### src/cpd_pkg.sv
// ==========================================================================
// shared constants and types for the cpu-to-pci address decoder
// ==========================================================================
package cpd_pkg;

    // ======================================================================
    // system address layout
    // ======================================================================
    localparam int SYS_AW        = 40;
    localparam int NODE_MSB      = 39;   // node field addr[39:36]
    localparam int NODE_LSB      = 36;
    localparam int HOSE_MSB      = 35;   // hose field addr[35:34]
    localparam int HOSE_LSB      = 34;
    localparam int REGION_MSB    = 33;   // region field addr[33:32]
    localparam int REGION_LSB    = 32;
    localparam logic [3:0] NODE_CODE_BASE = 4'h8; // node 4 at 80_0000_0000
    localparam logic [3:0] NODE_FIRST     = 4'h4;

    // regions inside one 16-gbyte hose window
    localparam logic [1:0] REGION_DENSE  = 2'h0;
    localparam logic [1:0] REGION_SPMEM  = 2'h1;
    localparam logic [1:0] REGION_SPIO   = 2'h2;
    localparam logic [1:0] REGION_CFGLOC = 2'h3;

    // ======================================================================
    // burst shapes and pci fields
    // ======================================================================
    localparam int LW_BITS       = 32;
    localparam int BLOCK_LW      = 8;    // 32-byte block of longwords
    localparam int DENSE_ALIGN   = 5;    // block offset bits dropped
    localparam int SPARSE_SHIFT  = 7;    // size encoding plus low bits
    localparam logic [3:0] CBE_ALL_ON  = 4'h0;
    localparam logic [3:0] CBE_ALL_OFF = 4'hF;
    localparam logic [31:0] CFG_ADDR_MASK = 32'h03FF_FFFF; // addr[31:26]=0

    typedef enum logic [1:0] {
        CPD_SP_MEM = 2'b00,
        CPD_SP_IO  = 2'b01,
        CPD_SP_CFG = 2'b10
    } cpd_space_e;

    // one pci data phase as driven toward the segments
    typedef struct packed {
        logic [31:0] addr;
        logic [3:0]  cbe_n;
        logic [31:0] data;
        logic        write;
        cpd_space_e  space;
        logic        last;
    } cpd_phase_s;

endpackage

### src/cpd_addr_decode.sv
`timescale 1ns/100ps
// Functional notes
// - The decoder owns one 16-gbyte hose window giving four mappings of a single 4-gbyte pci space.
// - System addresses below 80_0000_0000 are memory and nodes 4 to 8 each own a 64-gbyte i/o region.
// - Each node region splits into four 16-gbyte hose windows picked by the top two offset bits.
// - Window quarters map to dense memory, sparse memory, sparse i/o, then config and local space.
// - One logical pci address space is presented regardless of physical segment.
// - Dense offsets map one-to-one onto pci memory with only aligned longwords and quadwords.
// - Dense writes burst all eight longwords, with enables off for longwords not in the mask.
// - Dense reads burst the whole 32-byte block and return all of it.
// - Sparse byte accesses select one lane by addr[6:5] with a single active enable.
// - Sparse word, tribyte and longword sizes drive their fixed enable patterns.
// - A sparse quadword makes two phases with all enables on, low longword first.
// - The low 512 mbytes of sparse memory map to the low 16 mbytes of pci memory.
// - Above that, the memory high address extension supplies pci address bits 31:27.
// - Sparse longword data passes unshifted between system and pci lanes.
// - Pci address bits 1:0 are always zero for linear incrementing bursts.
module cpd_addr_decode #(
    parameter logic [3:0] NODE_ID = 4'h4,   // i/o node 4..8 this adapter sits on
    parameter logic [1:0] HOSE_ID = 2'h0
) (
    input  wire logic                I_SYS_CLK,
    input  wire logic                I_RESET,
    input  wire logic                I_REQ_VALID,
    input  wire logic [39:0]         I_REQ_ADDR,
    input  wire logic                I_REQ_WRITE,
    input  wire logic [7:0]          I_REQ_MASK,
    input  wire logic [255:0]        I_REQ_DATA,
    input  wire logic [4:0]          I_MEM_HIGH_ADDRESS_EXTENSION,
    input  wire logic [4:0]          I_IO_HIGH_ADDRESS_EXTENSION,
    input  wire logic                I_PCI_READY,
    input  wire logic [31:0]         I_PCI_RDATA,
    output logic                     O_REQ_READY,
    output logic                     O_PCI_VALID,
    output cpd_pkg::cpd_phase_s      O_PCI_PHASE,
    output logic                     O_RSP_VALID,
    output logic [255:0]             O_RSP_DATA,
    output logic                     O_LOCAL_VALID,
    output logic                     O_LOCAL_WRITE,
    output logic [30:0]              O_LOCAL_OFFSET
);

    // ======================================================================
    // helpers
    // ======================================================================
    // enables from addr[6:3]; undefined codes still give a fixed value
    function automatic logic [3:0] sparse_cbe(input logic [3:0] a63);
        logic [3:0] r;
        r = cpd_pkg::CBE_ALL_OFF;
        unique case ({a63[1:0], a63[3:2]})            // {a4:3, a6:5}
            4'h0: r = 4'hE;
            4'h1: r = 4'hD;
            4'h2: r = 4'hB;
            4'h3: r = 4'h7;
            4'h4: r = 4'hC;
            4'h5: r = 4'h9;
            4'h6: r = 4'h3;
            4'h7: r = 4'h7;
            4'h8: r = 4'h8;
            4'h9: r = 4'h1;
            4'hA: r = 4'h3;
            4'hB: r = 4'h7;
            4'hC: r = cpd_pkg::CBE_ALL_ON;
            4'hD: r = 4'h1;
            4'hE: r = 4'h3;
            4'hF: r = cpd_pkg::CBE_ALL_ON;
        endcase
        return r;
    endfunction

    // drop the seven encoding and low bits; extension fills bits 31:27 above 512 mbytes
    function automatic logic [31:0] sparse_addr(input logic [31:0] a, input logic [4:0] ext);
        logic [4:0] hi;
        hi = (|a[31:29]) ? ext : 5'h00;
        return {hi, a[31:cpd_pkg::SPARSE_SHIFT], 2'b00};
    endfunction

    typedef enum logic [1:0] {
        ST_IDLE  = 2'b00,
        ST_BURST = 2'b01,
        ST_RESP  = 2'b10
    } cpd_state_e;

    // ======================================================================
    // state
    // ======================================================================
    cpd_state_e          state_reg, state_next;
    logic [31:0]         base_reg, base_next;
    logic [2:0]          count_reg, count_next;
    logic [2:0]          lastc_reg, lastc_next;
    logic                dense_reg, dense_next;
    logic                write_reg, write_next;
    logic [7:0]          mask_reg, mask_next;
    logic [255:0]        data_reg, data_next;
    logic [3:0]          spcbe_reg, spcbe_next;
    cpd_pkg::cpd_space_e space_reg, space_next;
    logic                ready_reg, ready_next;
    logic                pvalid_reg, pvalid_next;
    cpd_pkg::cpd_phase_s phase_reg, phase_next;
    logic                rvalid_reg, rvalid_next;
    logic [255:0]        rdata_reg, rdata_next;
    logic                lvalid_reg, lvalid_next;
    logic                lwrite_reg, lwrite_next;
    logic [30:0]         loff_reg, loff_next;

    logic       take;
    logic       hit;
    logic [1:0] region;
    logic [31:0] off;

    // window match: node region then hose quarter
    assign take   = I_REQ_VALID & ready_reg;
    assign hit    = I_REQ_ADDR[cpd_pkg::NODE_MSB:cpd_pkg::NODE_LSB]
                    == NODE_ID - cpd_pkg::NODE_FIRST + cpd_pkg::NODE_CODE_BASE
                    && I_REQ_ADDR[cpd_pkg::HOSE_MSB:cpd_pkg::HOSE_LSB] == HOSE_ID;
    assign region = I_REQ_ADDR[cpd_pkg::REGION_MSB:cpd_pkg::REGION_LSB];
    assign off    = I_REQ_ADDR[31:0];

    // ======================================================================
    // next-state and phase generation
    // ======================================================================
    always_comb begin
        state_next  = state_reg;
        base_next   = base_reg;
        count_next  = count_reg;
        lastc_next  = lastc_reg;
        dense_next  = dense_reg;
        write_next  = write_reg;
        mask_next   = mask_reg;
        data_next   = data_reg;
        spcbe_next  = spcbe_reg;
        space_next  = space_reg;
        ready_next  = ready_reg;
        pvalid_next = pvalid_reg;
        rvalid_next = 1'b0;
        rdata_next  = rdata_reg;
        lvalid_next = 1'b0;
        lwrite_next = lwrite_reg;
        loff_next   = loff_reg;
        unique case (state_reg)
            ST_IDLE: begin
                // idle always offers a slot; this is also what raises ready after reset
                ready_next = 1'b1;
                // misses are swallowed: other adapters own those addresses
                if (take && hit) begin
                    write_next = I_REQ_WRITE;
                    mask_next  = I_REQ_MASK;
                    data_next  = I_REQ_DATA;
                    count_next = 3'h0;
                    dense_next = 1'b0;
                    spcbe_next = sparse_cbe(off[6:3]);
                    lastc_next = (&off[6:3]) ? 3'h1 : 3'h0;
                    // same pci address for all segments; one logical space
                    unique case (region)
                        cpd_pkg::REGION_DENSE: begin
                            base_next  = {off[31:cpd_pkg::DENSE_ALIGN], 5'h00};
                            dense_next = 1'b1;
                            lastc_next = 3'(cpd_pkg::BLOCK_LW - 1);
                            space_next = cpd_pkg::CPD_SP_MEM;
                        end
                        cpd_pkg::REGION_SPMEM: begin
                            base_next  = sparse_addr(off, I_MEM_HIGH_ADDRESS_EXTENSION);
                            space_next = cpd_pkg::CPD_SP_MEM;
                        end
                        cpd_pkg::REGION_SPIO: begin
                            base_next  = sparse_addr(off, I_IO_HIGH_ADDRESS_EXTENSION);
                            space_next = cpd_pkg::CPD_SP_IO;
                        end
                        cpd_pkg::REGION_CFGLOC: begin
                            base_next  = sparse_addr(off, 5'h00) & cpd_pkg::CFG_ADDR_MASK;
                            space_next = cpd_pkg::CPD_SP_CFG;
                        end
                    endcase
                    if (region == cpd_pkg::REGION_CFGLOC && off[31]) begin
                        // local registers and map ram never reach the pci
                        lvalid_next = 1'b1;
                        lwrite_next = I_REQ_WRITE;
                        loff_next   = off[30:0];
                    end else begin
                        state_next  = ST_BURST;
                        ready_next  = 1'b0;
                        pvalid_next = 1'b1;
                        rdata_next  = '0;
                    end
                end
            end
            ST_BURST: begin
                if (I_PCI_READY) begin
                    if (!write_reg) begin
                        rdata_next[count_reg*cpd_pkg::LW_BITS +: cpd_pkg::LW_BITS] = I_PCI_RDATA;
                    end
                    if (count_reg == lastc_reg) begin
                        pvalid_next = 1'b0;
                        state_next  = write_reg ? ST_IDLE : ST_RESP;
                        ready_next  = write_reg;
                        rvalid_next = !write_reg;
                    end else begin
                        count_next = count_reg + 3'h1;
                    end
                end
            end
            ST_RESP: begin
                state_next = ST_IDLE;
                ready_next = 1'b1;
            end
            default: begin
                state_next  = ST_IDLE;
                ready_next  = 1'b1;
                pvalid_next = 1'b0;
            end
        endcase
        // phase contents from the next count so the output is a flop
        phase_next.addr  = base_next + {27'h000_0000, count_next, 2'b00};
        phase_next.cbe_n = dense_next
                           ? ((write_next && !mask_next[count_next]) ? cpd_pkg::CBE_ALL_OFF
                                                                      : cpd_pkg::CBE_ALL_ON)
                           : spcbe_next;
        phase_next.data  = data_next[count_next*cpd_pkg::LW_BITS +: cpd_pkg::LW_BITS];
        phase_next.write = write_next;
        phase_next.space = space_next;
        phase_next.last  = (count_next == lastc_next);
    end

    // ======================================================================
    // registers
    // ======================================================================
    always_ff @(posedge I_SYS_CLK) begin
        if (I_RESET) begin
            state_reg  <= ST_IDLE;
            base_reg   <= 32'h0000_0000;
            count_reg  <= 3'h0;
            lastc_reg  <= 3'h0;
            dense_reg  <= 1'b0;
            write_reg  <= 1'b0;
            mask_reg   <= 8'h00;
            data_reg   <= '0;
            spcbe_reg  <= cpd_pkg::CBE_ALL_OFF;
            space_reg  <= cpd_pkg::CPD_SP_MEM;
            ready_reg  <= 1'b0;
            pvalid_reg <= 1'b0;
            phase_reg  <= '0;
            rvalid_reg <= 1'b0;
            rdata_reg  <= '0;
            lvalid_reg <= 1'b0;
            lwrite_reg <= 1'b0;
            loff_reg   <= 31'h0000_0000;
        end else begin
            state_reg  <= state_next;
            base_reg   <= base_next;
            count_reg  <= count_next;
            lastc_reg  <= lastc_next;
            dense_reg  <= dense_next;
            write_reg  <= write_next;
            mask_reg   <= mask_next;
            data_reg   <= data_next;
            spcbe_reg  <= spcbe_next;
            space_reg  <= space_next;
            ready_reg  <= ready_next;
            pvalid_reg <= pvalid_next;
            phase_reg  <= phase_next;
            rvalid_reg <= rvalid_next;
            rdata_reg  <= rdata_next;
            lvalid_reg <= lvalid_next;
            lwrite_reg <= lwrite_next;
            loff_reg   <= loff_next;
        end
    end

    // outputs straight from flops
    assign O_REQ_READY    = ready_reg;
    assign O_PCI_VALID    = pvalid_reg;
    assign O_PCI_PHASE    = phase_reg;
    assign O_RSP_VALID    = rvalid_reg;
    assign O_RSP_DATA     = rdata_reg;
    assign O_LOCAL_VALID  = lvalid_reg;
    assign O_LOCAL_WRITE  = lwrite_reg;
    assign O_LOCAL_OFFSET = loff_reg;

    // ======================================================================
    // assertions
    // ======================================================================
    property p_low_bits_zero;
        @(posedge I_SYS_CLK) disable iff (I_RESET) O_PCI_VALID |-> O_PCI_PHASE.addr[1:0] == 2'b00;
    endproperty
    a_low_bits_zero: assert property (p_low_bits_zero) else $error("pci addr low bits nonzero");

    property p_miss_ignored;
        @(posedge I_SYS_CLK) disable iff (I_RESET) (take && !hit) |=> (!O_PCI_VALID && !O_LOCAL_VALID);
    endproperty
    a_miss_ignored: assert property (p_miss_ignored) else $error("foreign address acted on");

    property p_dense_aligned;
        @(posedge I_SYS_CLK) disable iff (I_RESET)
            (take && hit && region == cpd_pkg::REGION_DENSE)
            |=> O_PCI_VALID && O_PCI_PHASE.addr == {$past(off[31:5]), 5'h00};
    endproperty
    a_dense_aligned: assert property (p_dense_aligned) else $error("dense base wrong");

    property p_dense_len;
        @(posedge I_SYS_CLK) disable iff (I_RESET)
            (O_PCI_VALID && O_PCI_PHASE.last && dense_reg) |-> count_reg == 3'h7;
    endproperty
    a_dense_len: assert property (p_dense_len) else $error("dense burst not eight phases");

    property p_read_resp;
        @(posedge I_SYS_CLK) disable iff (I_RESET)
            (O_PCI_VALID && O_PCI_PHASE.last && !O_PCI_PHASE.write && I_PCI_READY) |=> O_RSP_VALID;
    endproperty
    a_read_resp: assert property (p_read_resp) else $error("read data not returned");

    property p_byte_lane;
        @(posedge I_SYS_CLK) disable iff (I_RESET)
            (take && hit && region == cpd_pkg::REGION_SPMEM && off[4:3] == 2'b00)
            |=> $countones(O_PCI_PHASE.cbe_n) == 3 && O_PCI_PHASE.cbe_n[$past(off[6:5])] == 1'b0;
    endproperty
    a_byte_lane: assert property (p_byte_lane) else $error("byte enable lane wrong");

    property p_longword;
        @(posedge I_SYS_CLK) disable iff (I_RESET)
            (take && hit && region == cpd_pkg::REGION_SPMEM && off[6:3] == 4'h3)
            |=> O_PCI_PHASE.cbe_n == 4'h0 && O_PCI_PHASE.last;
    endproperty
    a_longword: assert property (p_longword) else $error("longword enables wrong");

    property p_quad;
        @(posedge I_SYS_CLK) disable iff (I_RESET)
            (take && hit && region == cpd_pkg::REGION_SPMEM && off[6:3] == 4'hF)
            |=> !O_PCI_PHASE.last && O_PCI_PHASE.cbe_n == 4'h0;
    endproperty
    a_quad: assert property (p_quad) else $error("quadword not two phases");

    property p_low_window;
        @(posedge I_SYS_CLK) disable iff (I_RESET)
            (take && hit && region == cpd_pkg::REGION_SPMEM && off[31:29] == 3'h0)
            |=> O_PCI_PHASE.addr[31:24] == 8'h00;
    endproperty
    a_low_window: assert property (p_low_window) else $error("low sparse window escapes");

    property p_ext;
        @(posedge I_SYS_CLK) disable iff (I_RESET)
            (take && hit && region == cpd_pkg::REGION_SPMEM && off[31:29] != 3'h0)
            |=> O_PCI_PHASE.addr[31:27] == $past(I_MEM_HIGH_ADDRESS_EXTENSION);
    endproperty
    a_ext: assert property (p_ext) else $error("extension bits not used");

    property p_unshifted;
        @(posedge I_SYS_CLK) disable iff (I_RESET)
            (take && hit && region == cpd_pkg::REGION_SPMEM && I_REQ_WRITE)
            |=> O_PCI_PHASE.data == $past(I_REQ_DATA[31:0]);
    endproperty
    a_unshifted: assert property (p_unshifted) else $error("sparse data shifted");

    property p_local;
        @(posedge I_SYS_CLK) disable iff (I_RESET)
            (take && hit && region == cpd_pkg::REGION_CFGLOC && off[31]) |=> O_LOCAL_VALID && !O_PCI_VALID;
    endproperty
    a_local: assert property (p_local) else $error("local access misrouted");

    c_dense_write: cover property (@(posedge I_SYS_CLK) O_PCI_VALID && dense_reg && write_reg && O_PCI_PHASE.last);
    c_dense_read: cover property (@(posedge I_SYS_CLK) O_RSP_VALID && dense_reg);
    c_quad: cover property (@(posedge I_SYS_CLK) O_PCI_VALID && !dense_reg && O_PCI_PHASE.last && count_reg == 3'h1);
    c_local: cover property (@(posedge I_SYS_CLK) O_LOCAL_VALID);

endmodule

### config.mk
export PLATFORM = sky130hd
export DESIGN_NAME = cpd_addr_decode
export DESIGN_NICKNAME = d
export VERILOG_FILES = /design/src/cpd_pkg.sv /design/src/cpd_addr_decode.sv
export SDC_FILE = /design/constraint.sdc
export NUM_CORES = 1
export LEC_CHECK = 0
export BUFFER_PORTS_ARGS = -buffer_cell sky130_fd_sc_hd__buf_2
export CAP_MARGIN = 20
export CORE_AREA = 3 3 280 282
export DETAILED_ROUTE_END_ITERATION = 10
export DIE_AREA = 0 0 283 285
export PLACE_DENSITY = 0.59
export SYNTH_ARGS = -nofsm -noshare
export SYNTH_HDL_FRONTEND = slang
export SYNTH_SLANG_ARGS = --single-unit
export TNS_END_PERCENT = 10
### constraint.sdc
create_clock -name I_SYS_CLK -period 3.7 [get_ports I_SYS_CLK]
set_clock_uncertainty 0.15 [all_clocks]
set_input_delay 0.185 -clock I_SYS_CLK [delete_from_list [all_inputs] [get_ports I_SYS_CLK]]
set_output_delay 0.185 -clock I_SYS_CLK [all_outputs]
set_load 0.1 [all_outputs]
==> impl_metrics.env, run 1 <==
export IMPL_min_period_over_period_pct=93.66
export IMPL_cts_buffers=75
export IMPL_status="completed"
export IMPL_synth_cell_types=63
export IMPL_seq_area_um2=13400
export IMPL_fillCellCount=7200
export IMPL_seq_area_frac_synth_pct=49.48
export IMPL_final_common_cell="buf_2"
export IMPL_endpoint_kind="flip-flop"
export IMPL_core_um2=75950
export IMPL_power_frac_comb_pct=6.0
export IMPL_ys_flop_type="dfxtp_1"
export IMPL_row_count=101
export IMPL_worstPathRequired_ns=4.02
export IMPL_clk_latency_ns=0.61
export IMPL_drt_first_pass_iters=8
export IMPL_grt_pass1_vias=27180
export IMPL_ir_worst_vdd_mv=0.4816
export IMPL_die_x_um=283
export IMPL_post_place_ws_ns=0.3555
export IMPL_syn_inst=3311
export IMPL_die_height_um=285
export IMPL_slew_violations=0
export IMPL_drt_wirelength_per_cell_um=21.77
export IMPL_drive_gt1_share_pct=22.00
export IMPL_path_clk_slew_ns=0.06
export IMPL_yosys_register_bits=669
export IMPL_postRouteAntennaNets=0
export IMPL_power_leakage_nw=14.59
export IMPL_dp_hpwl_mm=77.71
export IMPL_fin_crit_ns=3.466
export IMPL_root_buffer="clkbuf_16"
export IMPL_intPower_mw=12.53
export IMPL_grt_pass1_wl_mm=172.6
export IMPL_fin_tns_setup_ns=0
export IMPL_min_path_type="input port to flip-flop"
export IMPL_io_buffers=712
export IMPL_clockBufferDepth=3
export IMPL_cts_sinks=669
export IMPL_start_util_pct=35.64
export IMPL_syn_avg_cell_area_um2=8.175
export IMPL_drc_errors=0
export IMPL_async_flop_share_pct=0
export IMPL_crit_type="input port to flip-flop"
export IMPL_fin_nets=4569
export IMPL_drt_total_wl_mm=115.7
export IMPL_cts_repair_timing_setup_buffer_count=0
export IMPL_io_pins=715
export IMPL_synth_top_area_share_pct=49.48
export IMPL_netlist_area_um2=27070
export IMPL_worstHoldPathCells=5
export IMPL_final_cell_mix="711 x buf_2, 678 x nand2_1, 668 x dfxtp_1"
export IMPL_cts_tree="yes"
export IMPL_die_area_um2=80660
export IMPL_fmaxAchievable_ghz=0.2886
export IMPL_finalHoldViolations=0
export IMPL_cp_arrival_ns=3.79
export IMPL_critPathLaunchType="input port"
export IMPL_p_clk_share_pct=49.7
export IMPL_cp_max_fo=10
export IMPL_rsz0062_at_grt="false"
export IMPL_setup_ws_ns=0.2344
export IMPL_max_slew_margin_rel_pct=28.31
export IMPL_reg2reg_depth=13
export IMPL_vias_per_cell=5.261
export IMPL_grt_start_max_net_pins=180
export IMPL_synth_edff_count=0
export IMPL_switching_share_pct=23.22
export IMPL_track_usage_pct=27.35
export IMPL_gp_congestion=0.8476
export IMPL_drt_iter0_markers=2386
export IMPL_vias=27970
export IMPL_yosys_area_top_type="dfxtp_1"
export IMPL_tightest_slew_ns=1.075
export IMPL_yosysWarnings=0
export IMPL_multi_input_area_um2=12560
export IMPL_yosys_top_cells_area="dfxtp_1 49%, nand2_1 9.4%, a21oi_1 9.1%, mux2i_1 6.4%, nor2_1 5.2%"
export IMPL_h_tree_depth=3
export IMPL_setup_viol=0
export IMPL_p_switching_mw=3.791
export IMPL_overflow=0
export IMPL_antenna_found_initial=19
export IMPL_syn2layout_area_growth_pct=39.25
export IMPL_drv_cap=0
export IMPL_power_density_nw_per_um2=433.1
export IMPL_sequentialPowerShare_pct=44.3
-- per-stage QoR --
stage	hold slack, ns	instance area [um^2]	total power, mW	std cells	utilization (%)
2_1_floorplan	0.1710	27090	7.666	3312	-
3_3_place_gp	0.2846	31440	8.051	4811	41.39
3_5_place_dp	0.2845	31440	8.046	4811	41.39
4_1_cts	0.02026	37620	16.44	5294	49.54
5_1_grt	0.06219	37670	16.81	5307	49.59
6_report	0.06557	37690	16.32	5316	49.62
-- Yosys cell counts, types with 4 or more instances --
library cell / instances
and2_1: 4
o211ai_1: 10
a22oi_1: 129
or4_1: 35
o22ai_1: 7
inv_1: 11
nand4_1: 7
clkbuf_1: 259
nand2b_1: 9
mux2_2: 11
nor3_1: 9
a31oi_1: 58
a21oi_1: 493
dfxtp_1: 669
nor2_1: 375
ha_1: 11
or4bb_1: 4
mux2i_1: 174
nand2_1: 680
xor2_1: 10
nor4_1: 11
buf_2: 24
nor2b_1: 10
o21ai_0: 16
nand3_1: 119
or3_1: 6
buf_4: 4
buf_1: 17
a211oi_1: 67
xnor2_1: 20
-- routing by layer --
metal,wire length (um),GRT usage (%),part of all wire [%]
met2,52830,43.56,46
met1,47530,34.30,41
met3,8461,6.123,7.3
met5,13,0,0.011
met4,6888,15.33,6.0
-- repair_timing --
action                                  CTS  global route
resized for setup                         0             2
endpoints found under the hold margin   633             0
endpoints found under the setup margin    0            11
hold buffers                            348             0
-- power groups by stage --
stage	clock network, mW	registers [mW]	logic [mW]
floorplan	0	7.42	0.243
global placement	0	7.38	0.667
detailed placement	0	7.38	0.663
CTS	8.26	7.22	0.960
global route	8.55	7.22	1.04
finish	8.12	7.22	0.982
-- worst paths after layout --
| check | slack (ns) | end | start |
|---|---|---|---|
| worst max-delay path | 0.23 | O_PCI_PHASE[67] | I_REQ_ADDR[34] |
| worst min-delay path | 0.07 | base_reg[4] | I_REQ_ADDR[35] |
| worst max register to register | 0.25 | O_PCI_PHASE[67] | O_REQ_READY |
| worst min register to register | 0.30 | data_reg[29] | data_reg[29] |
-- worst max-delay path: stages --
cell           delay [ns]
dlygate4sd3_1        0.54
buf_2                0.13
or4b_4               0.53
nor4_4               0.28
dlygate4sd3_1        0.63
nand3_1              0.10
nand2_1              0.15
ha_1                 0.24
a21o_1               0.15
a21oi_1              0.26
a21oi_2              0.09
buf_4                0.19
nand3_1              0.10
xor2_1               0.15
nor2_1               0.05
-- final cells by class --
type | count | area share (%)
sequential | 669 | 35.55
multi-input combinational | 2328 | 33.33
timing repair buffer | 1121 | 20.27
clock buffer | 104 | 5.670
tap | 1030 | 3.419
clock inverter | 31 | 1.504
antenna | 22 | 0.1461
inverter | 11 | 0.1096
-- cells by family (layout without fill, tap and decap cells) --
family | count (synthesis) | count (layout) | share of synthesized area, %
flip-flops | 669 | 669 | 49.48
AO/OA/AOI/OAI | 800 | 800 | 17.23
adder cells (fa/ha/maj) | 12 | 12 | 0.5825
AND/OR/NAND/NOR | 1298 | 1298 | 20.24
buffers and inverters | 315 | 1267 | 4.535
XOR/XNOR | 30 | 30 | 0.9708
multiplexers | 186 | 186 | 6.948
other | 1 | 24 | 0.01386
(Power assumes the default switching activity.)
==> inputs of run 2 (changes only) <==
--- a/config.mk
+++ b/config.mk
@@ -7,10 +7,12 @@
 export LEC_CHECK = 0
 export BUFFER_PORTS_ARGS = -buffer_cell sky130_fd_sc_hd__buf_2
 export CAP_MARGIN = 20
-export CORE_AREA = 3 3 280 282
+export CORE_AREA = 3 3 277 279
+export CTS_BUF_LIST = sky130_fd_sc_hd__clkbuf_4 sky130_fd_sc_hd__clkbuf_8
 export DETAILED_ROUTE_END_ITERATION = 10
-export DIE_AREA = 0 0 283 285
-export PLACE_DENSITY = 0.59
+export DIE_AREA = 0 0 280 282
+export PLACE_DENSITY = 0.6
+export RECOVER_POWER = 50
 export SYNTH_ARGS = -nofsm -noshare
 export SYNTH_HDL_FRONTEND = slang
 export SYNTH_SLANG_ARGS = --single-unit
==> run 2 against run 1 <==
The run now ends with capacitance limit, slew limit left. Fmax rose by 0.16%. Clock-buffer cell count increased by 70. Hold slack better by 0.051 ns. Critical path depth down 6. Critical endpoint is now mask_reg[1].
==> impl_metrics.env, run 2 (synthesis gave the netlist of run 1 again) <==
export IMPL_status="finished, violations left"
export IMPL_failed_checks="capacitance limit, slew limit"
export IMPL_min_period_over_period_pct=93.52
export IMPL_finalHoldViolations=0
export IMPL_track_usage_pct=27.24
export IMPL_worstPathRequired_ns=4.21
export IMPL_fin_crit_ns=3.460
export IMPL_min_path_type="input port to flip-flop"
export IMPL_final_common_cell="nand2_1"
export IMPL_setup_viol=0
export IMPL_dpl_cell_area_um2=31440
export IMPL_drt_total_wl_mm=113.1
export IMPL_fin_tns_setup_ns=0
export IMPL_antenna_found_initial=11
export IMPL_fmaxAchievable_ghz=0.2890
export IMPL_power_mw=15.46
export IMPL_grt_pass1_vias=27500
export IMPL_drt_first_pass_iters=6
export IMPL_die_x_um=280
export IMPL_io_pins=715
export IMPL_max_slew_margin_rel_pct=-59.00
export IMPL_vias=28160
export IMPL_power_density_nw_per_um2=414.4
export IMPL_cp_max_fo=38
export IMPL_drc_errors=0
export IMPL_grt_start_max_net_pins=198
export IMPL_row_count=100
export IMPL_gp_congestion=0.8906
export IMPL_cp_arrival_ns=3.97
export IMPL_drive_gt1_share_pct=14.87
export IMPL_h_tree_depth=3
export IMPL_path_clk_slew_ns=0.06
export IMPL_dp_cells=4757
export IMPL_ir_worst_vdd_mv=0.2718
export IMPL_cts_sinks=669
export IMPL_layoutNonFillerInstCount=5351
export IMPL_die_height_um=282
export IMPL_overflow=0
export IMPL_io_buffers=712
export IMPL_cts_tree="yes"
export IMPL_fin_nets=4651
export IMPL_clk_latency_ns=0.72
export IMPL_endpoint_kind="flip-flop"
export IMPL_syn2layout_area_growth_pct=37.84
export IMPL_final_cell_mix="679 x nand2_1, 668 x dfxtp_1, 491 x a21oi_1"
export IMPL_drt_iter0_markers=2475
export IMPL_slew_violations=235
export IMPL_final_area_um2=37310
export IMPL_drt_wirelength_per_cell_um=21.13
export IMPL_die_area_um2=78960
export IMPL_start_util_pct=36.36
export IMPL_cts_repair_timing_setup_buffer_count=0
export IMPL_power_leakage_nw=13.25
export IMPL_crit_type="input port to flip-flop"
export IMPL_drv_cap=4
export IMPL_root_buffer="clkbuf_8"
export IMPL_postRouteAntennaNets=0
export IMPL_clockBufferDepth=3
export IMPL_critPathLaunchType="input port"
export IMPL_core_um2=74450
export IMPL_cts_buffers=112
export IMPL_tightest_slew_ns=2.385
export IMPL_grt_pass1_wl_mm=167.7
export IMPL_dp_hpwl_mm=75.87
export IMPL_rsz0062_at_grt="false"
export IMPL_vias_per_cell=5.262
run 2: cell count changes in the layout (fill, tap and decap cells not counted), moves of 3 or more:
cell           delta
buf_2           -362
bufinv_16         -6
clkbuf_1        +353
clkbuf_16        -76
clkbuf_4         +35
clkbuf_8        +127
clkinv_16         -3
diode_2          -11
dlygate4sd3_1    +38
run 2: cell type report:
| class | instances | area (um^2) |
|---|---|---|
| multi-input combinational | 2328 | 12530 |
| antenna | 11 | 27.53 |
| clock buffer | 174 | 2182 |
| timing repair buffer | 1166 | 7607 |
| tap | 969 | 1212 |
| fill | 7131 | 37140 |
| inverter | 11 | 41.29 |
| sequential | 669 | 13400 |
| clock inverter | 23 | 307.8 |
run 2: power by group:
| group | internal [mW] | switching (mW) | leakage (nW) |
|---|---|---|---|
| clock | 4.12 | 3.14 | 1.32 |
| combinational | 0.446 | 0.526 | 6.54 |
| sequential | 7.22 | 0.00741 | 5.39 |
| total | 11.8 | 3.68 | 13.2 |
run 2: metrics by stage:
stage               hold WS, ns  setup slack, ns  util (%)
finish                   0.1168           0.2399     50.11
global route            0.08562          0.07359     50.10
CTS                     0.02365           0.3085     50.76
detailed placement       0.2838           0.3597     42.23
global placement         0.2845           0.3702     42.23
floorplan                0.1710          0.03286         -
run 2: what timing repair did:
item	4_1_cts	5_1_grt
hold buffers	386	0
hold endpoints to repair	665	0
gates resized for setup	0	0
run 2: worst paths after layout:
check             startpoint            endpoint  slack, ns  cells past startpoint
max           I_REQ_ADDR[35]         mask_reg[1]       0.24                      9
min          I_REQ_DATA[105]       data_reg[105]       0.12                      4
max reg2reg      O_REQ_READY  O_LOCAL_OFFSET[26]       0.25                      9
min reg2reg     data_reg[79]        data_reg[79]       0.30                      2
run 2: critical path, stage by stage:
cell,delay (ns)
dlygate4sd3_1,0.54
buf_2,0.14
nor4b_2,0.50
buf_4,0.24
and3_1,0.51
clkbuf_2,0.83
nand2_1,0.23
a21oi_1,0.18
dlygate4sd3_1,0.58
run 2: routing by layer:
layer	up-vias	track usage, %	share of wire, %
li1	13300	-	-
met1	13240	33.88	41
met2	1266	43.44	46
met3	350	6.359	7.6
met4	2	15.72	6.0
met5	-	0	0.013
